`config.mk`:
```
export PLATFORM = sky130hd
export DESIGN_NAME = hbs_sequencer
export DESIGN_NICKNAME = d
export VERILOG_FILES = /design/src/hbs_sequencer.v /design/src/hbs_deglitch.v
export VERILOG_INCLUDE_DIRS = /design/src
export SDC_FILE = /design/constraint.sdc
export NUM_CORES = 1
export LEC_CHECK = 0
export BUFFER_PORTS_ARGS = -buffer_cell sky130_fd_sc_hd__buf_2
export CAP_MARGIN = 20
export CORE_MARGIN = 8
export CORE_UTILIZATION = 30
export CTS_CLUSTER_DIAMETER = 50
export CTS_CLUSTER_SIZE = 10
export DETAILED_ROUTE_END_ITERATION = 10
export SETUP_SLACK_MARGIN = 0.5
export SLEW_MARGIN = 30
export SYNTH_ARGS = -nofsm -noshare
export SYNTH_HDL_FRONTEND = slang
export SYNTH_SLANG_ARGS = --single-unit
```
`constraint.sdc`:
```
create_clock -name i_mclk -period 6.2 [get_ports i_mclk]
set_input_delay 1.86 -clock i_mclk [delete_from_list [all_inputs] [get_ports i_mclk]]
set_output_delay 1.86 -clock i_mclk [all_outputs]
set_load 0.05 [all_outputs]
```
`src/hbs_regs.vh`:
```
// Purpose: constants of the half-bridge switching sequencer
// Assumes: 40 MHz sequencer clock
// Notes: times are in ns, cycle counts derived from them
`ifndef HBS_REGS_VH
`define HBS_REGS_VH

// ======================================
// clock and time conversion
`define HBS_CLK_NS 25
// least time: round up to whole cycles
`define HBS_CYC(ns) (((ns) + `HBS_CLK_NS - 1) / `HBS_CLK_NS)

// ======================================
// write addresses (data bit 10 picks set a or b)
`define HBS_WADDR_DGL 3'h4
// read addresses: [3:2] selects the group, [1:0] the channel
`define HBS_RGRP_A 2'h0
`define HBS_RGRP_B 2'h1
`define HBS_RGRP_DGL 2'h2
`define HBS_SEL_B_BIT 10

// ======================================
// field positions of timing set a
`define HBS_A_BLANK_LSB 8
`define HBS_A_PCF_LSB 5
`define HBS_A_PCR_LSB 2
`define HBS_A_TPC_LSB 0
// field positions of timing set b
`define HBS_B_VDS_LSB 7
`define HBS_B_DLY_LSB 3
`define HBS_B_SR_LSB 0

// ======================================
// reset values
`define HBS_CFG_RST 10'h000
`define HBS_DGL_RST 4'h0

// ======================================
// interval tables in ns
`define HBS_BLANK0_NS 250
`define HBS_BLANK1_NS 500
`define HBS_BLANK2_NS 1000
`define HBS_BLANK3_NS 2000
`define HBS_PRC0_NS 250
`define HBS_PRC1_NS 500
`define HBS_PRC2_NS 750
`define HBS_PRC3_NS 1000
`define HBS_DLY_STEP_NS 500
`define HBS_TIMEOUT_NS 50000

`endif

```
`src/hbs_sequencer.v`:
```
// Purpose: four-channel half-bridge gate switching sequencer
// Assumes: register writes arrive already decoded from the serial frame
// Notes: gate outputs are phase and current codes for the analog drivers
`timescale 1ns/10ps
`include "hbs_regs.vh"

// Summary of operation
// - high gate switches in pre-charge then slew; low gate is a plain stage
// - low gate current units are four times (channel slew current code + 1)
// - pre-charge current for pre-charge time, then slew current until timeout
// - after timeout the high gate falls back to a limited hold current
// - set a, bit 10 clear: blanking, fall and rise pre-charge, pre-charge time
// - set b, bit 10 set: overload threshold, detection delay, slew current
// - shared register holds one de-glitch type bit per channel in bits 3..0
// - separate rise and fall pre-charge currents, one pre-charge time
// - one slew current selection serves both slopes
// - detection delay code times the overload check after switching
// - blanking code sets the cross-conduction gap
// - pwm input is filtered with one time for both edges
// - with type bit 0 the filter time covers the whole sequence so each started one completes
// - type bit 0: filter time is blanking plus pre-charge plus delay
// - type bit 1: filter time is pre-charge plus delay
// - register driven switching runs both phases but skips the filter
// - disabled channel has both gates off; polarity and pwm bits pick mode
// - pwm high turns on the polarity side and off its complement
// - source select bit 0 routes pwm input one, 1 routes input two
module hbs_sequencer #(
  parameter NCH = 4,
  parameter CW = 12,
  parameter TIMEOUT_CYC = `HBS_CYC(`HBS_TIMEOUT_NS)
) (
  input wire i_mclk,
  input wire i_srst,
  input wire i_wr_en,
  input wire [2:0] i_wr_addr,
  input wire [10:0] i_wr_data,
  input wire [3:0] i_rd_addr,
  output wire [10:0] o_rd_data,
  input wire [NCH-1:0] i_channel_enable,
  input wire [NCH-1:0] i_channel_polarity,
  input wire [NCH-1:0] i_channel_pwm_select,
  input wire [NCH-1:0] i_pwm_source_sel,
  input wire [1:0] i_pwm_input,
  output wire [NCH-1:0] o_high_gate_out,
  output wire [2*NCH-1:0] o_high_phase,
  output wire [3*NCH-1:0] o_high_current_sel,
  output wire [NCH-1:0] o_timeout_hold_current,
  output wire [NCH-1:0] o_low_gate_out,
  output wire [6*NCH-1:0] o_low_current_units,
  output wire [NCH-1:0] o_blanking,
  output wire [NCH-1:0] o_overload_check,
  output wire [3*NCH-1:0] o_overload_threshold_sel
);

  // ======================================
  // sequencer states
  localparam [2:0] S_IDLE = 3'h0;
  localparam [2:0] S_BLANK = 3'h1;
  localparam [2:0] S_PRC = 3'h2;
  localparam [2:0] S_SLEW = 3'h3;
  localparam [2:0] S_HOLD = 3'h4;
  localparam [CW-1:0] TO_C = TIMEOUT_CYC[CW-1:0];
  // interval counts in whole cycles, cut to the counter width on purpose
  localparam integer BLK0_I = `HBS_CYC(`HBS_BLANK0_NS);
  localparam integer BLK1_I = `HBS_CYC(`HBS_BLANK1_NS);
  localparam integer BLK2_I = `HBS_CYC(`HBS_BLANK2_NS);
  localparam integer BLK3_I = `HBS_CYC(`HBS_BLANK3_NS);
  localparam integer PRC0_I = `HBS_CYC(`HBS_PRC0_NS);
  localparam integer PRC1_I = `HBS_CYC(`HBS_PRC1_NS);
  localparam integer PRC2_I = `HBS_CYC(`HBS_PRC2_NS);
  localparam integer PRC3_I = `HBS_CYC(`HBS_PRC3_NS);
  localparam integer STEP_I = `HBS_CYC(`HBS_DLY_STEP_NS);

  // ======================================
  // interval lookups
  function [CW-1:0] blank_cyc;
    input [1:0] code;
    begin
      case (code)
        2'h0: blank_cyc = BLK0_I[CW-1:0];
        2'h1: blank_cyc = BLK1_I[CW-1:0];
        2'h2: blank_cyc = BLK2_I[CW-1:0];
        default: blank_cyc = BLK3_I[CW-1:0];
      endcase
    end
  endfunction

  function [CW-1:0] prc_cyc;
    input [1:0] code;
    begin
      case (code)
        2'h0: prc_cyc = PRC0_I[CW-1:0];
        2'h1: prc_cyc = PRC1_I[CW-1:0];
        2'h2: prc_cyc = PRC2_I[CW-1:0];
        default: prc_cyc = PRC3_I[CW-1:0];
      endcase
    end
  endfunction

  // delay steps are (code + 1) times the step time
  function [CW-1:0] dly_cyc;
    input [3:0] code;
    reg [CW-1:0] step;
    begin
      step = STEP_I[CW-1:0];
      dly_cyc = step * ({{(CW-4){1'b0}}, code} + 1'b1);
    end
  endfunction

  // ======================================
  // configuration storage
  reg [9:0] cfg_a_reg [0:NCH-1];
  reg [9:0] cfg_b_reg [0:NCH-1];
  reg [NCH-1:0] dgl_reg;
  reg [10:0] rd_data_reg;
  integer k;

  // writes: bit 10 of a channel word picks set a or set b
  always @(posedge i_mclk)
  begin
    if (i_srst)
    begin
      for (k = 0; k < NCH; k = k + 1)
      begin
        cfg_a_reg[k] <= `HBS_CFG_RST;
        cfg_b_reg[k] <= `HBS_CFG_RST;
      end
      dgl_reg <= `HBS_DGL_RST;
    end
    else if (i_wr_en)
    begin
      if (i_wr_addr == `HBS_WADDR_DGL)
        dgl_reg <= i_wr_data[NCH-1:0];
      else if (i_wr_addr < NCH)
      begin
        if (i_wr_data[`HBS_SEL_B_BIT])
          cfg_b_reg[i_wr_addr[1:0]] <= i_wr_data[9:0];
        else
          cfg_a_reg[i_wr_addr[1:0]] <= i_wr_data[9:0];
      end
    end
  end

  // read back: set b shows bit 10 set, unused bits read zero
  always @(posedge i_mclk)
  begin
    if (i_srst)
      rd_data_reg <= 11'h000;
    else
    begin
      case (i_rd_addr[3:2])
        `HBS_RGRP_A: rd_data_reg <= {1'b0, cfg_a_reg[i_rd_addr[1:0]]};
        `HBS_RGRP_B: rd_data_reg <= {1'b1, cfg_b_reg[i_rd_addr[1:0]]};
        `HBS_RGRP_DGL: rd_data_reg <= (i_rd_addr[1:0] == 2'h0) ?
                                      {7'h00, dgl_reg} : 11'h000;
        default: rd_data_reg <= 11'h000;
      endcase
    end
  end

  assign o_rd_data = rd_data_reg;

  // ======================================
  // per-channel sequencers
  genvar g;
  generate
    for (g = 0; g < NCH; g = g + 1)
    begin : chan
      // field extraction
      wire [1:0] blk_sel = cfg_a_reg[g][`HBS_A_BLANK_LSB +: 2];
      wire [2:0] pcf_sel = cfg_a_reg[g][`HBS_A_PCF_LSB +: 3];
      wire [2:0] pcr_sel = cfg_a_reg[g][`HBS_A_PCR_LSB +: 3];
      wire [1:0] tpc_sel = cfg_a_reg[g][`HBS_A_TPC_LSB +: 2];
      wire [2:0] vds_sel = cfg_b_reg[g][`HBS_B_VDS_LSB +: 3];
      wire [3:0] dly_sel = cfg_b_reg[g][`HBS_B_DLY_LSB +: 4];
      wire [2:0] sr_sel = cfg_b_reg[g][`HBS_B_SR_LSB +: 3];
      wire [CW-1:0] blk_c = blank_cyc(blk_sel);
      wire [CW-1:0] prc_c = prc_cyc(tpc_sel);
      wire [CW-1:0] dly_c = dly_cyc(dly_sel);
      wire [CW-1:0] dgl_c;
      wire raw;
      wire filt;
      wire lvl;
      wire tgt_hi;
      wire tgt_lo;
      wire hi_up;
      reg [2:0] st_reg;
      reg [1:0] app_reg;
      reg rise_reg;
      reg lo_on_reg;
      reg [CW-1:0] cnt_reg;
      reg [CW-1:0] ovl_cnt_reg;
      reg ovl_arm_reg;
      reg ovl_pulse_reg;

      // filter time from the type bit
      assign dgl_c = dgl_reg[g] ? (prc_c + dly_c)
                                : (blk_c + prc_c + dly_c);
      // input routing
      assign raw = i_pwm_input[i_pwm_source_sel[g]];

      hbs_deglitch #(
        .CW(CW)
      ) u_dgl (
        .i_mclk(i_mclk),
        .i_srst(i_srst),
        .i_raw(raw),
        .i_track(~i_channel_pwm_select[g]),
        .i_dgl_cycles(dgl_c),
        .o_filt(filt)
      );

      // requested gate pair
      assign lvl = i_channel_pwm_select[g] ? filt : 1'b1;
      assign tgt_hi = i_channel_enable[g] &
                      (i_channel_polarity[g] ? lvl : ~lvl);
      assign tgt_lo = i_channel_enable[g] &
                      (i_channel_polarity[g] ? ~lvl : lvl);
      assign hi_up = rise_reg & (st_reg != S_IDLE) & (st_reg != S_BLANK);

      // sequence: falling pre-charge, blanking, then the new side comes on
      always @(posedge i_mclk)
      begin
        if (i_srst)
        begin
          st_reg <= S_IDLE;
          app_reg <= 2'h0;
          rise_reg <= 1'b0;
          lo_on_reg <= 1'b0;
          cnt_reg <= {CW{1'b0}};
          ovl_cnt_reg <= {CW{1'b0}};
          ovl_arm_reg <= 1'b0;
          ovl_pulse_reg <= 1'b0;
        end
        else
        begin
          ovl_pulse_reg <= 1'b0;
          // overload check timer from the moment a gate turns on
          if (ovl_arm_reg)
          begin
            ovl_cnt_reg <= ovl_cnt_reg + 1'b1;
            if (ovl_cnt_reg >= dly_c - 1'b1)
            begin
              ovl_pulse_reg <= 1'b1;
              ovl_arm_reg <= 1'b0;
            end
          end
          if ({tgt_hi, tgt_lo} != app_reg)
          begin
            app_reg <= {tgt_hi, tgt_lo};
            lo_on_reg <= 1'b0;
            cnt_reg <= {CW{1'b0}};
            ovl_arm_reg <= 1'b0;
            if (hi_up)
            begin
              rise_reg <= 1'b0; // falling pre-charge first
              st_reg <= S_PRC;
            end
            else if (tgt_hi | tgt_lo)
            begin
              rise_reg <= 1'b0;
              st_reg <= S_BLANK;
            end
            else
            begin
              rise_reg <= 1'b0;
              st_reg <= S_IDLE;
            end
          end
          else
          begin
            case (st_reg)
              S_BLANK:
              begin
                cnt_reg <= cnt_reg + 1'b1;
                if (cnt_reg >= blk_c - 1'b1)
                begin
                  cnt_reg <= {CW{1'b0}};
                  ovl_cnt_reg <= {CW{1'b0}};
                  ovl_arm_reg <= 1'b1;
                  if (app_reg[1])
                  begin
                    rise_reg <= 1'b1;
                    st_reg <= S_PRC;
                  end
                  else
                  begin
                    lo_on_reg <= 1'b1;
                    st_reg <= S_IDLE;
                  end
                end
              end
              S_PRC:
              begin
                cnt_reg <= cnt_reg + 1'b1;
                if (cnt_reg >= prc_c - 1'b1)
                begin
                  cnt_reg <= {CW{1'b0}};
                  if (rise_reg | ~app_reg[0])
                    st_reg <= S_SLEW;
                  else
                    st_reg <= S_BLANK;
                end
              end
              S_SLEW:
              begin
                cnt_reg <= cnt_reg + 1'b1;
                if (cnt_reg >= TO_C - 1'b1)
                begin
                  cnt_reg <= {CW{1'b0}};
                  st_reg <= rise_reg ? S_HOLD : S_IDLE;
                end
              end
              S_HOLD:
                st_reg <= S_HOLD;
              S_IDLE:
                st_reg <= S_IDLE;
              default:
                st_reg <= S_IDLE;
            endcase
          end
        end
      end

      // ======================================
      // gate outputs
      assign o_high_gate_out[g] = hi_up;
      assign o_high_phase[2*g +: 2] = (st_reg == S_PRC) ? 2'h1 :
                                      (st_reg == S_SLEW) ? 2'h2 :
                                      (st_reg == S_HOLD) ? 2'h3 : 2'h0;
      // pre-charge current by slope, slew current for both slopes
      assign o_high_current_sel[3*g +: 3] =
        (st_reg == S_PRC) ? (rise_reg ? pcr_sel : pcf_sel) :
        (st_reg == S_SLEW) ? sr_sel : 3'h0;
      assign o_timeout_hold_current[g] = (st_reg == S_HOLD);
      assign o_low_gate_out[g] = lo_on_reg;
      // slew code s means s+1 units; the low stage takes four times that
      assign o_low_current_units[6*g +: 6] =
        lo_on_reg ? {({1'b0, sr_sel} + 4'h1), 2'h0} : 6'h00;
      assign o_blanking[g] = (st_reg == S_BLANK);
      assign o_overload_check[g] = ovl_pulse_reg;
      assign o_overload_threshold_sel[3*g +: 3] = vds_sel;
    end
  endgenerate

endmodule // hbs_sequencer

```
`src/hbs_deglitch.v`:
```
// Purpose: symmetrical de-glitch of one routed pwm input
// Assumes: input synchronous to i_mclk
// Notes: same filter time for both edges
`timescale 1ns/10ps
module hbs_deglitch #(
  parameter CW = 12
) (
  input wire i_mclk,
  input wire i_srst,
  input wire i_raw,
  input wire i_track,
  input wire [CW-1:0] i_dgl_cycles,
  output wire o_filt
);

  reg filt_reg;
  reg [CW-1:0] cnt_reg;

  // ======================================
  // filter
  // the output only moves after the input held its new level for the
  // whole filter time, so with type bit 0 a started sequence is never cut short
  always @(posedge i_mclk)
  begin
    if (i_srst)
    begin
      filt_reg <= 1'b0;
      cnt_reg <= {CW{1'b0}};
    end
    else if (i_track)
    begin
      filt_reg <= i_raw; // no filtering outside pwm mode
      cnt_reg <= {CW{1'b0}};
    end
    else if (i_raw == filt_reg)
    begin
      cnt_reg <= {CW{1'b0}};
    end
    else if (cnt_reg >= i_dgl_cycles - 1'b1)
    begin
      filt_reg <= i_raw;
      cnt_reg <= {CW{1'b0}};
    end
    else
    begin
      cnt_reg <= cnt_reg + 1'b1;
    end
  end

  assign o_filt = filt_reg;

endmodule // hbs_deglitch

```
[Word level (Yosys, flattened, before mapping)]
Memory sizes are Yosys's and may differ from the RTL's.
Cells that the tools add are included.
Storage, ports and cells
  bits in registers: 199
  bits in writable memories: 80
  input port bits: 39
  output and inout port bits: 87
  logic and storage cells: 467
  memories: 2
Memories
  cfg_a_reg: depth 4, width 10, rd ports 5, clocked after memory_dff 0, wr ports 4, RTL line hbs_sequencer.v:112  | reg [9:0] cfg_a_reg [0:NCH-1];
  cfg_b_reg: depth 4, width 10, rd ports 5, clocked after memory_dff 0, wr ports 4, RTL line hbs_sequencer.v:113  | reg [9:0] cfg_b_reg [0:NCH-1];
Operators by class
  $add $sub $neg: 48
  $mul: 4
  $lt $le $gt $ge: 25
  eq/ne operators: 67
  mux-type cells: 186
  bitwise operators: 44
  reductions and logical operators: 49
Operator list (count)
  two-way mux 12 bit: 32
  >= comparator 12 bit: 16
  adder 12 x 1 -> 12 bit, second input constant: 12
  one-hot mux 12 bit (3 select lines): 4
  subtractor 12 x 1 -> 12 bit, second input constant: 12
  adder 12 x 10 -> 12 bit: 8
  two-way mux 3 bit: 32
  one-hot mux 7 bit (3 select lines): 4
  two-way mux 1 bit: 72
  one-hot mux 6 bit (3 select lines): 4
  two-way mux 2 bit: 26
  adder 12 bit: 4
  >= comparator 12 x 11 -> 1 bit, second input constant: 4
  one-hot mux 3 bit (4 select lines): 4
  subtractor 10 x 1 -> 11 bit, second input constant: 4
  AND reduction 3 bit: 12
  one-hot mux 11 bit (3 select lines): 1
  multiplier 3 x 5 -> 8 bit, first input constant: 4
  equality test 3 x 2 -> 1 bit, second input constant: 8
  two-way mux 6 bit: 4
  != test 3 x 1 -> 1 bit, second input constant: 8
  != test 3 bit, second input constant: 8
  nonzero test 3 bit: 8
  adder 4 x 1 -> 5 bit, second input constant: 4
  other kinds (21): 128

[Logic depth before layout (Yosys ltp)]
Gate-level depths: netlist of run 1.
An unclocked memory read counts as a cell.
  depth in word-level cells: 11
  depth in mapped cells: 24
  gate-level depth less buffers: 23

[By module]
Synthesis of run 1 repeated with hierarchy kept, for this count alone.
Second synthesis, totals
  cells, all modules: 2346
  area, all modules: 21095.2 µm²
By module, submodules not included
  hbs_sequencer: times used 1, cells an instance 1902, area an instance 17101.4 µm², seq. area each 5345.1 µm²
  hbs_deglitch: times used 4, cells an instance 111, area an instance 998.5 µm², seq. area each 260.2 µm²

[Worst setup path after synthesis of run 1]
Ideal clock, no wire load.
  kind: register to register
  from: memory cfg_b_reg[0][3]
  to: register chan[0].u_dgl.filt_reg
  library setup time: 121 ps
  arrival: 5076 ps
  required time: 6079 ps
  setup slack: 1003 ps
  cell stages (with the launch flop): 19
  buffers on the path: 0
  period minus slack after synthesis: 5197 ps
  cells stage by stage: edfxtp_1 ha_1 and3_1 ha_1 fa_1 xnor3_2 xor2_4 ha_1 a211oi_1 o311ai_1 or4_1 xnor2_1 ha_1 a21o_1 a21o_1 a21o_1 a21oi_1 o31a_1 mux2_2
RTL lines
  start, declared: RTL line hbs_sequencer.v:113
  end signal, assigned: RTL line hbs_deglitch.v:32  | filt_reg <= i_raw;
  end signal, assigned: RTL line hbs_deglitch.v:41  | filt_reg <= i_raw;
  end, declared: RTL line hbs_deglitch.v:16  | reg filt_reg;

==> results of run 1 <==
==> Yosys cell counts, types with 53 or more instances <==
library cell,n,share of area
sky130_fd_sc_hd__inv_1,139,0.025
sky130_fd_sc_hd__a21oi_1,97,0.023
sky130_fd_sc_hd__nand2_1,154,0.027
sky130_fd_sc_hd__xor2_1,126,0.052
sky130_fd_sc_hd__edfxtp_1,80,0.11
sky130_fd_sc_hd__a21o_1,92,0.033
sky130_fd_sc_hd__o21ai_0,53,0.013
sky130_fd_sc_hd__ha_1,268,0.16
sky130_fd_sc_hd__dfxtp_1,199,0.19
sky130_fd_sc_hd__nand3_1,78,0.019
sky130_fd_sc_hd__nor2_1,338,0.060
sky130_fd_sc_hd__xnor2_1,110,0.046
==> area by class of cell <==
type                       instances  area, µm²
multi-input combinational       1847      13900
antenna                            9       22.5
sequential                       279       6390
inverter                         141        529
tap                              940       1180
clock buffer                      54       1180
timing repair buffer             141        766
fill                            7194      45600
clock inverter                    18        223
==> power groups by stage <==
stage          sequential (mW)  clock, mW  combinational [mW]
2_1_floorplan             2.02          0                1.55
3_3_place_gp              2.05          0                1.94
3_5_place_dp              2.05          0                1.96
4_1_cts                   2.01       2.46                1.98
5_1_grt                   2.02       2.54                2.30
6_report                  2.01       2.41                2.04
==> cells by family (layout without fill, tap and decap cells) <==
logic type,after synthesis,in the layout,synth area share
compound gates,406,406,0.131
xor+xnor,242,242,0.105
mux,69,69,0.0450
simple gates,829,829,0.186
flops,279,279,0.303
other cells,1,17,0.000178
fa+ha+maj,293,293,0.183
buf+inv,233,354,0.0474
==> how the worst max path moves through the flow <==
stage / from / to / slack, ns / cells after the start
2_1_floorplan: cfg_b_reg[0][3]$_SDFFCE_PN0P_ / chan[0].u_dgl.o_filt$_SDFFE_PP0P_ / 1.00 / 18
3_3_place_gp: cfg_b_reg[0][3]$_SDFFCE_PN0P_ / chan[0].u_dgl.o_filt$_SDFFE_PP0P_ / 0.64 / 21
3_5_place_dp: cfg_b_reg[0][3]$_SDFFCE_PN0P_ / chan[0].u_dgl.o_filt$_SDFFE_PP0P_ / 0.55 / 19
4_1_cts: cfg_b_reg[0][3]$_SDFFCE_PN0P_ / chan[0].u_dgl.o_filt$_SDFFE_PP0P_ / 0.52 / 19
5_1_grt: cfg_b_reg[0][3]$_SDFFCE_PN0P_ / chan[0].u_dgl.o_filt$_SDFFE_PP0P_ / 0.41 / 20
6_report: cfg_b_reg[0][3]$_SDFFCE_PN0P_ / chan[0].u_dgl.o_filt$_SDFFE_PP0P_ / 0.68 / 18
==> repair_timing <==
action                                  4_1_cts  5_1_grt
gates resized for setup                       0       29
endpoints found under the setup margin        0       51
setup buffers                                 0       13
==> worst max-delay path, cell delays in order (launching register included) <==
cell	delay [ns]
sky130_fd_sc_hd__edfxtp_1	0.54
sky130_fd_sc_hd__ha_4	0.25
sky130_fd_sc_hd__and3_1	0.20
sky130_fd_sc_hd__ha_1	0.33
sky130_fd_sc_hd__fa_1	0.70
sky130_fd_sc_hd__ha_1	0.28
sky130_fd_sc_hd__ha_1	0.25
sky130_fd_sc_hd__or2_2	0.32
sky130_fd_sc_hd__o221a_2	0.23
sky130_fd_sc_hd__o311ai_2	0.41
sky130_fd_sc_hd__xnor2_1	0.14
sky130_fd_sc_hd__ha_1	0.33
sky130_fd_sc_hd__a21o_1	0.19
sky130_fd_sc_hd__a21o_1	0.16
sky130_fd_sc_hd__a21o_1	0.17
sky130_fd_sc_hd__a21o_1	0.17
sky130_fd_sc_hd__a21oi_1	0.18
sky130_fd_sc_hd__o31a_1	0.19
sky130_fd_sc_hd__mux2_2	0.33
==> stage by stage <==
stage | setup slack, ns | total power [mW] | cells | cell area [µm²]
final | 0.684 | 6.47 | 3429 | 24100
after global routing | 0.413 | 6.86 | 3424 | 24100
after CTS | 0.525 | 6.45 | 3407 | 23900
after detailed placement | 0.551 | 4.01 | 3335 | 22500
after global placement | 0.642 | 3.99 | 3335 | 22500
after floorplan | 1.00 | 3.57 | 2359 | 21100
==> routing by layer <==
metal / share of wire / global-route usage
met2: 0.43 / 0.218
met4: 0.025 / 0.0401
met1: 0.45 / 0.191
met3: 0.090 / 0.0530
met5: 0.0014 / 0
==> flow_summary.toml, run 1 <==
[sta]
final-hold-violation-count = 0
timing.final.crit_period_ns = 5.52
max_freq_ghz = 0.181
worst_slew_pin_slew_ns = 0.840
relSlewSlack = 0.438
finalSetupTns_ns = 0
fin_skew_ns = 0.0274
setup_violations = 0
unrepaired_setup_endpoints_after_global_routing = "yes"
pins_over_their_slew_limit = 0
fin_hold_ws_ns = 0.481
min_period_over_period = 0.890

[setup_path]
r2r_end = "chan[0].u_dgl.o_filt$_SDFFE_PP0P_"
required_ns = 6.65
crit_path_end_kind = "flop"
reg2reg_depth = 18
timing.reg2reg.setup_slack_ns = 0.68
timing.rr.start = "cfg_b_reg[0][3]$_SDFFCE_PN0P_"
worstPathArrival_ns = 5.96
cp_max_fo = 7
start_kind = "flop"
criticalPathCategory = "flop to flop"

[routing]
vias_per_cell = 4.97
routed_wire_length_per_instance_um = 16.9
drt.antenna.violating_nets = 0
drt-total-wl_mm = 58.1
route.vias.total = 17000
count_of_unresolved_drc_violations_after_routing = 0
first_pass_iters = 5
drt-initial-drc-count = 1173

[final_layout]
nNetsFinal = 2784
post-route-util = 0.346
syn2layout_area_growth_pct = 14.7
most-common-layout-cells = "sky130_fd_sc_hd__nor2_1, sky130_fd_sc_hd__ha_1, sky130_fd_sc_hd__dfxtp_1"
layout_commonest_cell = "sky130_fd_sc_hd__nor2_1"
fraction_of_layout_instances_using_a_drive_strength_above_1 = 0.118

[die]
fp.coreArea_um2 = 69800
fp.dieW_um = 281
boundaryPins = 126
initial_utilization = 0.302
die_y_um = 281
fp.dieArea_um2 = 78900
core.rowCount = 97

[synth]
synth_enable_flop_cells = 80
post_synth_instance_area_um2 = 21100
avgSynthCellArea_um2 = 8.95
synth_top_flop_cell = "sky130_fd_sc_hd__dfxtp_1"
synth.yosys.seq_area_share = 0.303
ys_types = 87
synth-async-reset-ratio = 0
ys_ff_latch = 279
yosysWarningCount = 0
synthesized_netlist_cell_count = 2352

[cts]
htree_num_levels = 2
numCtsBuffers = 43
worst_setup_hold_path_clk_slew_ns = 0.06
clock_latency_on_the_worst_skew_pair_ns = 0.58
cts_root_buffer = "sky130_fd_sc_hd__clkbuf_16"
ctsLongestPathBuffers = 3
cts_tree = "built"
hold_buffers = 0
cts.sinks = 279

[pwr]
leakage_nw = 10.8
combPwrFrac = 0.316
cellInternalPower_mw = 4.23
vdd_drop_max_mv = 0.176
power.sequential.fraction = 0.311
power.density_nw_per_um2 = 268
net_switching_component_of_the_power_mw = 2.24
sw_frac_of_total = 0.346
clockPowerShare = 0.373

[global_route]
global_route_wire_length_before_repair_mm = 90.9
grt_pass1_vias = 16400
grt_antenna_before_repair = 19
gr-total-overflow = 0
grt_start_max_net_pins = 26
gr-usage-all-layers = 0.144

[status]
status = "complete, no violations"

[hold_path]
holdPathStages = 1
worstHoldEndpoint = "chan[1].u_dgl.cnt_reg[0]$_SDFF_PP0_"
holdCritPathClass = "flop to flop"
timing.hold.worst.start = "chan[1].u_dgl.cnt_reg[0]$_SDFF_PP0_"

[place]
dp_hpwl_mm = 45.7
placement.io_buffers = 117
gpl.final_weighted_congestion = 0.886

[flow_run]
max_cap_violations = 0
Power figures use the tool's default switching activity.
==> run 2: changes to the inputs <==
--- a/config.mk
+++ b/config.mk
@@ -13,6 +13,7 @@
 export CTS_CLUSTER_DIAMETER = 50
 export CTS_CLUSTER_SIZE = 10
 export DETAILED_ROUTE_END_ITERATION = 10
+export RECOVER_POWER = 50
 export SETUP_SLACK_MARGIN = 0.5
 export SLEW_MARGIN = 30
 export SYNTH_ARGS = -nofsm -noshare
==> flow_summary.toml, run 2 (synthesized netlist as in run 1, its figures left out) <==
[status]
status = "complete, but fails checks"
failing_checks = "capacitance limit, slew limit"

[global_route]
gr-total-overflow = 0
grt_antenna_before_repair = 17
grt_start_max_net_pins = 26
global_route_wire_length_before_repair_mm = 90.9
gr-usage-all-layers = 0.144
grt_pass1_vias = 16400

[hold_path]
worstHoldEndpoint = "chan[1].u_dgl.cnt_reg[0]$_SDFF_PP0_"
timing.hold.worst.start = "chan[1].u_dgl.cnt_reg[0]$_SDFF_PP0_"
holdPathStages = 1
holdCritPathClass = "flop to flop"

[die]
fp.coreArea_um2 = 69800
core.rowCount = 97
die_y_um = 281
boundaryPins = 126
fp.dieArea_um2 = 78900
initial_utilization = 0.302
fp.dieW_um = 281

[final_layout]
syn2layout_area_growth_pct = 14.3
layout_commonest_cell = "sky130_fd_sc_hd__nor2_1"
nNetsFinal = 2784
fillerInstances = 7221
fraction_of_layout_instances_using_a_drive_strength_above_1 = 0.0988
post-route-util = 0.345
most-common-layout-cells = "sky130_fd_sc_hd__nor2_1, sky130_fd_sc_hd__ha_1, sky130_fd_sc_hd__dfxtp_1"

[place]
gpl.final_weighted_congestion = 0.886
pre_cts_ws_ns = 0.551
dp_hpwl_mm = 45.7
placement.io_buffers = 117

[cts]
ctsLongestPathBuffers = 3
clock_latency_on_the_worst_skew_pair_ns = 0.58
worst_setup_hold_path_clk_slew_ns = 0.06
cts_root_buffer = "sky130_fd_sc_hd__clkbuf_16"
cts.sinks = 279
htree_num_levels = 2
hold_buffers = 0
cts_tree = "built"
numCtsBuffers = 43

[sta]
max_freq_ghz = 0.181
final-hold-violation-count = 0
fin_skew_ns = 0.0247
min_period_over_period = 0.890
fin_ws_ns = 0.680
timing.final.crit_period_ns = 5.52
setup_violations = 0
unrepaired_setup_endpoints_after_global_routing = "yes"
finalSetupTns_ns = 0
worst_slew_pin_slew_ns = 1.77
fin_hold_ws_ns = 0.481
relSlewSlack = -0.183
pins_over_their_slew_limit = 69

[setup_path]
cp_max_fo = 7
worstPathArrival_ns = 5.97
timing.rr.start = "cfg_b_reg[0][3]$_SDFFCE_PN0P_"
start_kind = "flop"
reg2reg_depth = 18
required_ns = 6.65
r2r_end = "chan[0].u_dgl.o_filt$_SDFFE_PP0P_"
criticalPathCategory = "flop to flop"
timing.reg2reg.setup_slack_ns = 0.68
crit_path_end_kind = "flop"

[pwr]
power.density_nw_per_um2 = 269
leakage_nw = 10.6
vdd_drop_max_mv = 0.176

[routing]
route.vias.total = 17100
drt.antenna.violating_nets = 0
vias_per_cell = 4.97
drt-initial-drc-count = 1194
routed_wire_length_per_instance_um = 16.9
count_of_unresolved_drc_violations_after_routing = 0
drt-total-wl_mm = 58.1
first_pass_iters = 5

[flow_run]
max_cap_violations = 3
==> run 2: cell count changes in the layout (fill, tap and decap cells not counted), sizes merged <==
cell    previous run  this run
buf              141       100
clkbuf            54        95
==> run 2: routing by layer <==
metal | share of wire | wire length, µm | global-route usage | up-vias
met5 | 0.0014 | 81 | 0 | -
met4 | 0.024 | 1380 | 0.0401 | 12
met3 | 0.098 | 5710 | 0.0530 | 90
met2 | 0.43 | 25000 | 0.218 | 470
met1 | 0.45 | 25900 | 0.191 | 8001
li1 | - | - | - | 8486
==> run 2: critical path, stage by stage (launching register included) <==
cell and delay [ns]:
sky130_fd_sc_hd__edfxtp_1 0.54, sky130_fd_sc_hd__ha_4 0.25, sky130_fd_sc_hd__and3_1 0.20, sky130_fd_sc_hd__ha_1 0.33, sky130_fd_sc_hd__fa_1 0.70, sky130_fd_sc_hd__ha_1 0.28
sky130_fd_sc_hd__ha_1 0.25, sky130_fd_sc_hd__or2_2 0.32, sky130_fd_sc_hd__o221a_2 0.23, sky130_fd_sc_hd__o311ai_2 0.41, sky130_fd_sc_hd__xnor2_1 0.14, sky130_fd_sc_hd__ha_1 0.33
sky130_fd_sc_hd__a21o_1 0.19, sky130_fd_sc_hd__a21o_1 0.16, sky130_fd_sc_hd__a21o_1 0.17, sky130_fd_sc_hd__a21o_1 0.17, sky130_fd_sc_hd__a21oi_1 0.18, sky130_fd_sc_hd__o31a_1 0.19
sky130_fd_sc_hd__mux2_2 0.33
==> run 2: timing repair <==
| item | CTS | global route |
|---|---|---|
| endpoints found under the setup margin | 0 | 51 |
| resized for setup | 0 | 29 |
| buffers inserted | 0 | 13 |
==> run 2: worst max path at each step <==
| stage | startpoint | to | slack (ns) | cells after the start |
|---|---|---|---|---|
| after floorplan | cfg_b_reg[0][3]$_SDFFCE_PN0P_ | chan[0].u_dgl.o_filt$_SDFFE_PP0P_ | 1.00 | 18 |
| after global placement | cfg_b_reg[0][3]$_SDFFCE_PN0P_ | chan[0].u_dgl.o_filt$_SDFFE_PP0P_ | 0.64 | 21 |
| after detailed placement | cfg_b_reg[0][3]$_SDFFCE_PN0P_ | chan[0].u_dgl.o_filt$_SDFFE_PP0P_ | 0.55 | 19 |
| after CTS | cfg_b_reg[0][3]$_SDFFCE_PN0P_ | chan[0].u_dgl.o_filt$_SDFFE_PP0P_ | 0.52 | 19 |
| after global routing | cfg_b_reg[0][3]$_SDFFCE_PN0P_ | chan[0].u_dgl.o_filt$_SDFFE_PP0P_ | 0.41 | 20 |
| final | cfg_b_reg[0][3]$_SDFFCE_PN0P_ | chan[0].u_dgl.o_filt$_SDFFE_PP0P_ | 0.68 | 18 |
==> run 2: power breakdown <==
| part | total [mW] | internal [mW] | switching, mW |
|---|---|---|---|
| logic | 2.04 | 0.815 | 1.22 |
| clock network | 2.41 | 1.48 | 0.934 |
| registers | 2.01 | 1.93 | 0.0817 |
==> run 2: layout make-up <==
class / count / area [µm²] / area share
clock inverters: 18 / 223 / 0.00926
flip-flops and latches: 279 / 6390 / 0.266
clock buffers: 54 / 1180 / 0.0491
well taps: 940 / 1180 / 0.0489
inverters: 141 / 529 / 0.0220
repair buffers: 141 / 699 / 0.0291
diodes: 9 / 22.5 / 0.000936
multi-input cells: 1847 / 13800 / 0.575
==> run 2: through the flow <==
stage          cell area [µm²]  power (mW)  cells
4_1_cts                  23900        6.45   3407
3_3_place_gp             22500        3.99   3335
2_1_floorplan            21100        3.57   2359
6_report                 24100        6.46   3429
3_5_place_dp             22500        4.01   3335
5_1_grt                  24000        6.85   3423
==> run 3: changes to the inputs <==
--- a/config.mk
+++ b/config.mk
@@ -14,6 +14,7 @@
 export CTS_CLUSTER_SIZE = 10
 export DETAILED_ROUTE_END_ITERATION = 10
 export RECOVER_POWER = 50
+export REMOVE_ABC_BUFFERS = 1
 export SETUP_SLACK_MARGIN = 0.5
 export SLEW_MARGIN = 30
 export SYNTH_ARGS = -nofsm -noshare
==> flow_summary.toml, run 3 (synthesized netlist as in run 1, its figures left out) <==
[global_route]
global_route_wire_length_before_repair_mm = 89.7
grtUsageMet1 = 0.193
gr-max-usage-layer = "met2"
gr-usage-all-layers = 0.143
grt_pass1_vias = 16400
gr-total-overflow = 0
met2_usage = 0.218
grt_antenna_before_repair = 12
gr-usage-met3 = 0.0352
grt_start_max_net_pins = 37

[setup_path]
timing.critical_path.slowest_cell_delay_ns = 0.51
required_ns = 6.65
critPathSlowestCell = "sky130_fd_sc_hd__edfxtp_1"
cp_max_fo = 8
start_kind = "flop"
criticalPathCategory = "flop to flop"
crit_path_end_kind = "flop"
worstPathArrival_ns = 5.89
cp_cell_sequence = "ha_4 > and3_1 > ha_1 > fa_1 > xnor3_2 > xor2_4 > ha_1 > a211oi_2 > o311ai_2 > or4_4 > xnor2_1 > ha_1 > a21o_1 > a21o_1 > a21o_1 > a21oi_1 > o31a_1 > mux2_2"

[pwr]
net_switching_component_of_the_power_mw = 2.23
combPwrFrac = 0.312
power.density_nw_per_um2 = 272
clockPowerShare = 0.383
sw_frac_of_total = 0.339
power.sequential.fraction = 0.305
vdd_drop_max_mv = 0.178
cellInternalPower_mw = 4.36
totalPowerFinal_mw = 6.60
leakage_nw = 10.7

[hold_path]
holdCritPathClass = "flop to flop"

[final_layout]
most-common-layout-cells = "sky130_fd_sc_hd__nor2_1, sky130_fd_sc_hd__ha_1, sky130_fd_sc_hd__dfxtp_1"
layout_commonest_cell = "sky130_fd_sc_hd__nor2_1"
finalInstanceArea_um2 = 24200
fillerInstances = 7197
nNetsFinal = 2792
fraction_of_layout_instances_using_a_drive_strength_above_1 = 0.107
finalNonFillerCells = 3439
syn2layout_area_growth_pct = 15.1

[routing]
count_of_unresolved_drc_violations_after_routing = 0
drt.antenna.violating_nets = 0
vias_per_cell = 4.93
routed_wire_length_per_instance_um = 16.7
first_pass_iters = 5
drt-initial-drc-count = 987
route.vias.total = 17000
drt-total-wl_mm = 57.4

[cts]
worst_setup_hold_path_clk_slew_ns = 0.06
numCtsBuffers = 44
ctsLongestPathBuffers = 3
clock_latency_on_the_worst_skew_pair_ns = 0.57
htree_num_levels = 2
cts_root_buffer = "sky130_fd_sc_hd__clkbuf_16"
cts_tree = "built"
hold_buffers = 0
cts.sinks = 279

[sta]
fin_skew_ns = 0.0171
relSlewSlack = -0.708
unrepaired_setup_endpoints_after_global_routing = "yes"
final-hold-violation-count = 0
pins_over_their_slew_limit = 92
finalSetupTns_ns = 0
max_freq_ghz = 0.184
setup_violations = 0
worst_slew_pin_slew_ns = 2.56
timing.final.crit_period_ns = 5.44
min_period_over_period = 0.878

[place]
dp_hpwl_mm = 45.5
postPlaceCellArea_um2 = 22500
placement.io_buffers = 117
gpl.final_weighted_congestion = 0.872
placed_instances = 3341

[die]
die_y_um = 281
fp.coreArea_um2 = 69800
initial_utilization = 0.302
fp.dieW_um = 281
fp.dieArea_um2 = 78900
boundaryPins = 126
core.rowCount = 97

[status]
failing_checks = "capacitance limit, slew limit"
status = "complete, but fails checks"

[flow_run]
max_cap_violations = 5
## run 3: cell count changes in the layout (fill, tap and decap cells not counted), sizes merged
cell / previous run / this run
diode: 9 / 4
buf: 100 / 116
inv: 145 / 146
clkinvlp: 3 / 4
bufinv: 3 / 5
clkbuf: 95 / 90
## run 3: repair_timing
action / in CTS / in global routing
gates resized for setup: 0 / 32
hold endpoints to repair: 0 / 0
setup buffers: 0 / 14
endpoints found under the setup margin: 0 / 51
## run 3: metal layers
layer / part of all wire / vias up
li1: - / 8494
met1: 0.47 / 7942
met2: 0.43 / 406
met3: 0.071 / 101
met4: 0.033 / 10
met5: 0.0013 / -
## run 3: final timing paths
path,from,endpoint,slack (ns),depth (start not counted)
max,cfg_b_reg[0][3]$_SDFFCE_PN0P_,chan[0].u_dgl.o_filt$_SDFFE_PP0P_,0.76,18
min,chan[3].u_dgl.cnt_reg[0]$_SDFF_PP0_,chan[3].u_dgl.cnt_reg[0]$_SDFF_PP0_,0.48,1
max reg2reg,cfg_b_reg[0][3]$_SDFFCE_PN0P_,chan[0].u_dgl.o_filt$_SDFFE_PP0P_,0.76,18
min reg2reg,chan[3].u_dgl.cnt_reg[0]$_SDFF_PP0_,chan[3].u_dgl.cnt_reg[0]$_SDFF_PP0_,0.48,1
## run 3: final cells by class
type	count	area, µm²	area share
Clock inverter	22	277	0.0114
Inverter	141	529	0.0218
Clock buffer	58	1220	0.0502
Antenna cell	4	10.0	0.000413
Multi-Input combinational cell	1847	13900	0.572
Timing Repair Buffer	148	768	0.0317
Sequential cell	279	6390	0.264
Tap cell	940	1180	0.0485
## run 3: worst max-delay path: cells and delay by family, from the launching register on
family,cells,cell delay [ns]
fa+ha+maj,5,1.64
simple gates,2,0.68
flops,1,0.51
compound gates,7,1.28
mux,1,0.33
xor+xnor,3,0.88
## run 3: power by group through the flow
stage	Sequential, mW	Clock (mW)	Combinational, mW
3_5_place_dp	2.05	0	1.98
5_1_grt	2.02	2.66	2.32
4_1_cts	2.01	2.58	1.99
3_3_place_gp	2.05	0	1.97
2_1_floorplan	2.04	0	1.50
6_report	2.01	2.52	2.06
## run 3: stage by stage
stage	util	hold WS [ns]	setup WS, ns
6_report	0.347	0.478	0.756
5_1_grt	0.347	0.502	0.434
4_1_cts	0.344	0.486	0.542
3_5_place_dp	0.323	0.471	0.568
3_3_place_gp	0.322	0.465	0.410
2_1_floorplan	-	0.438	0.634
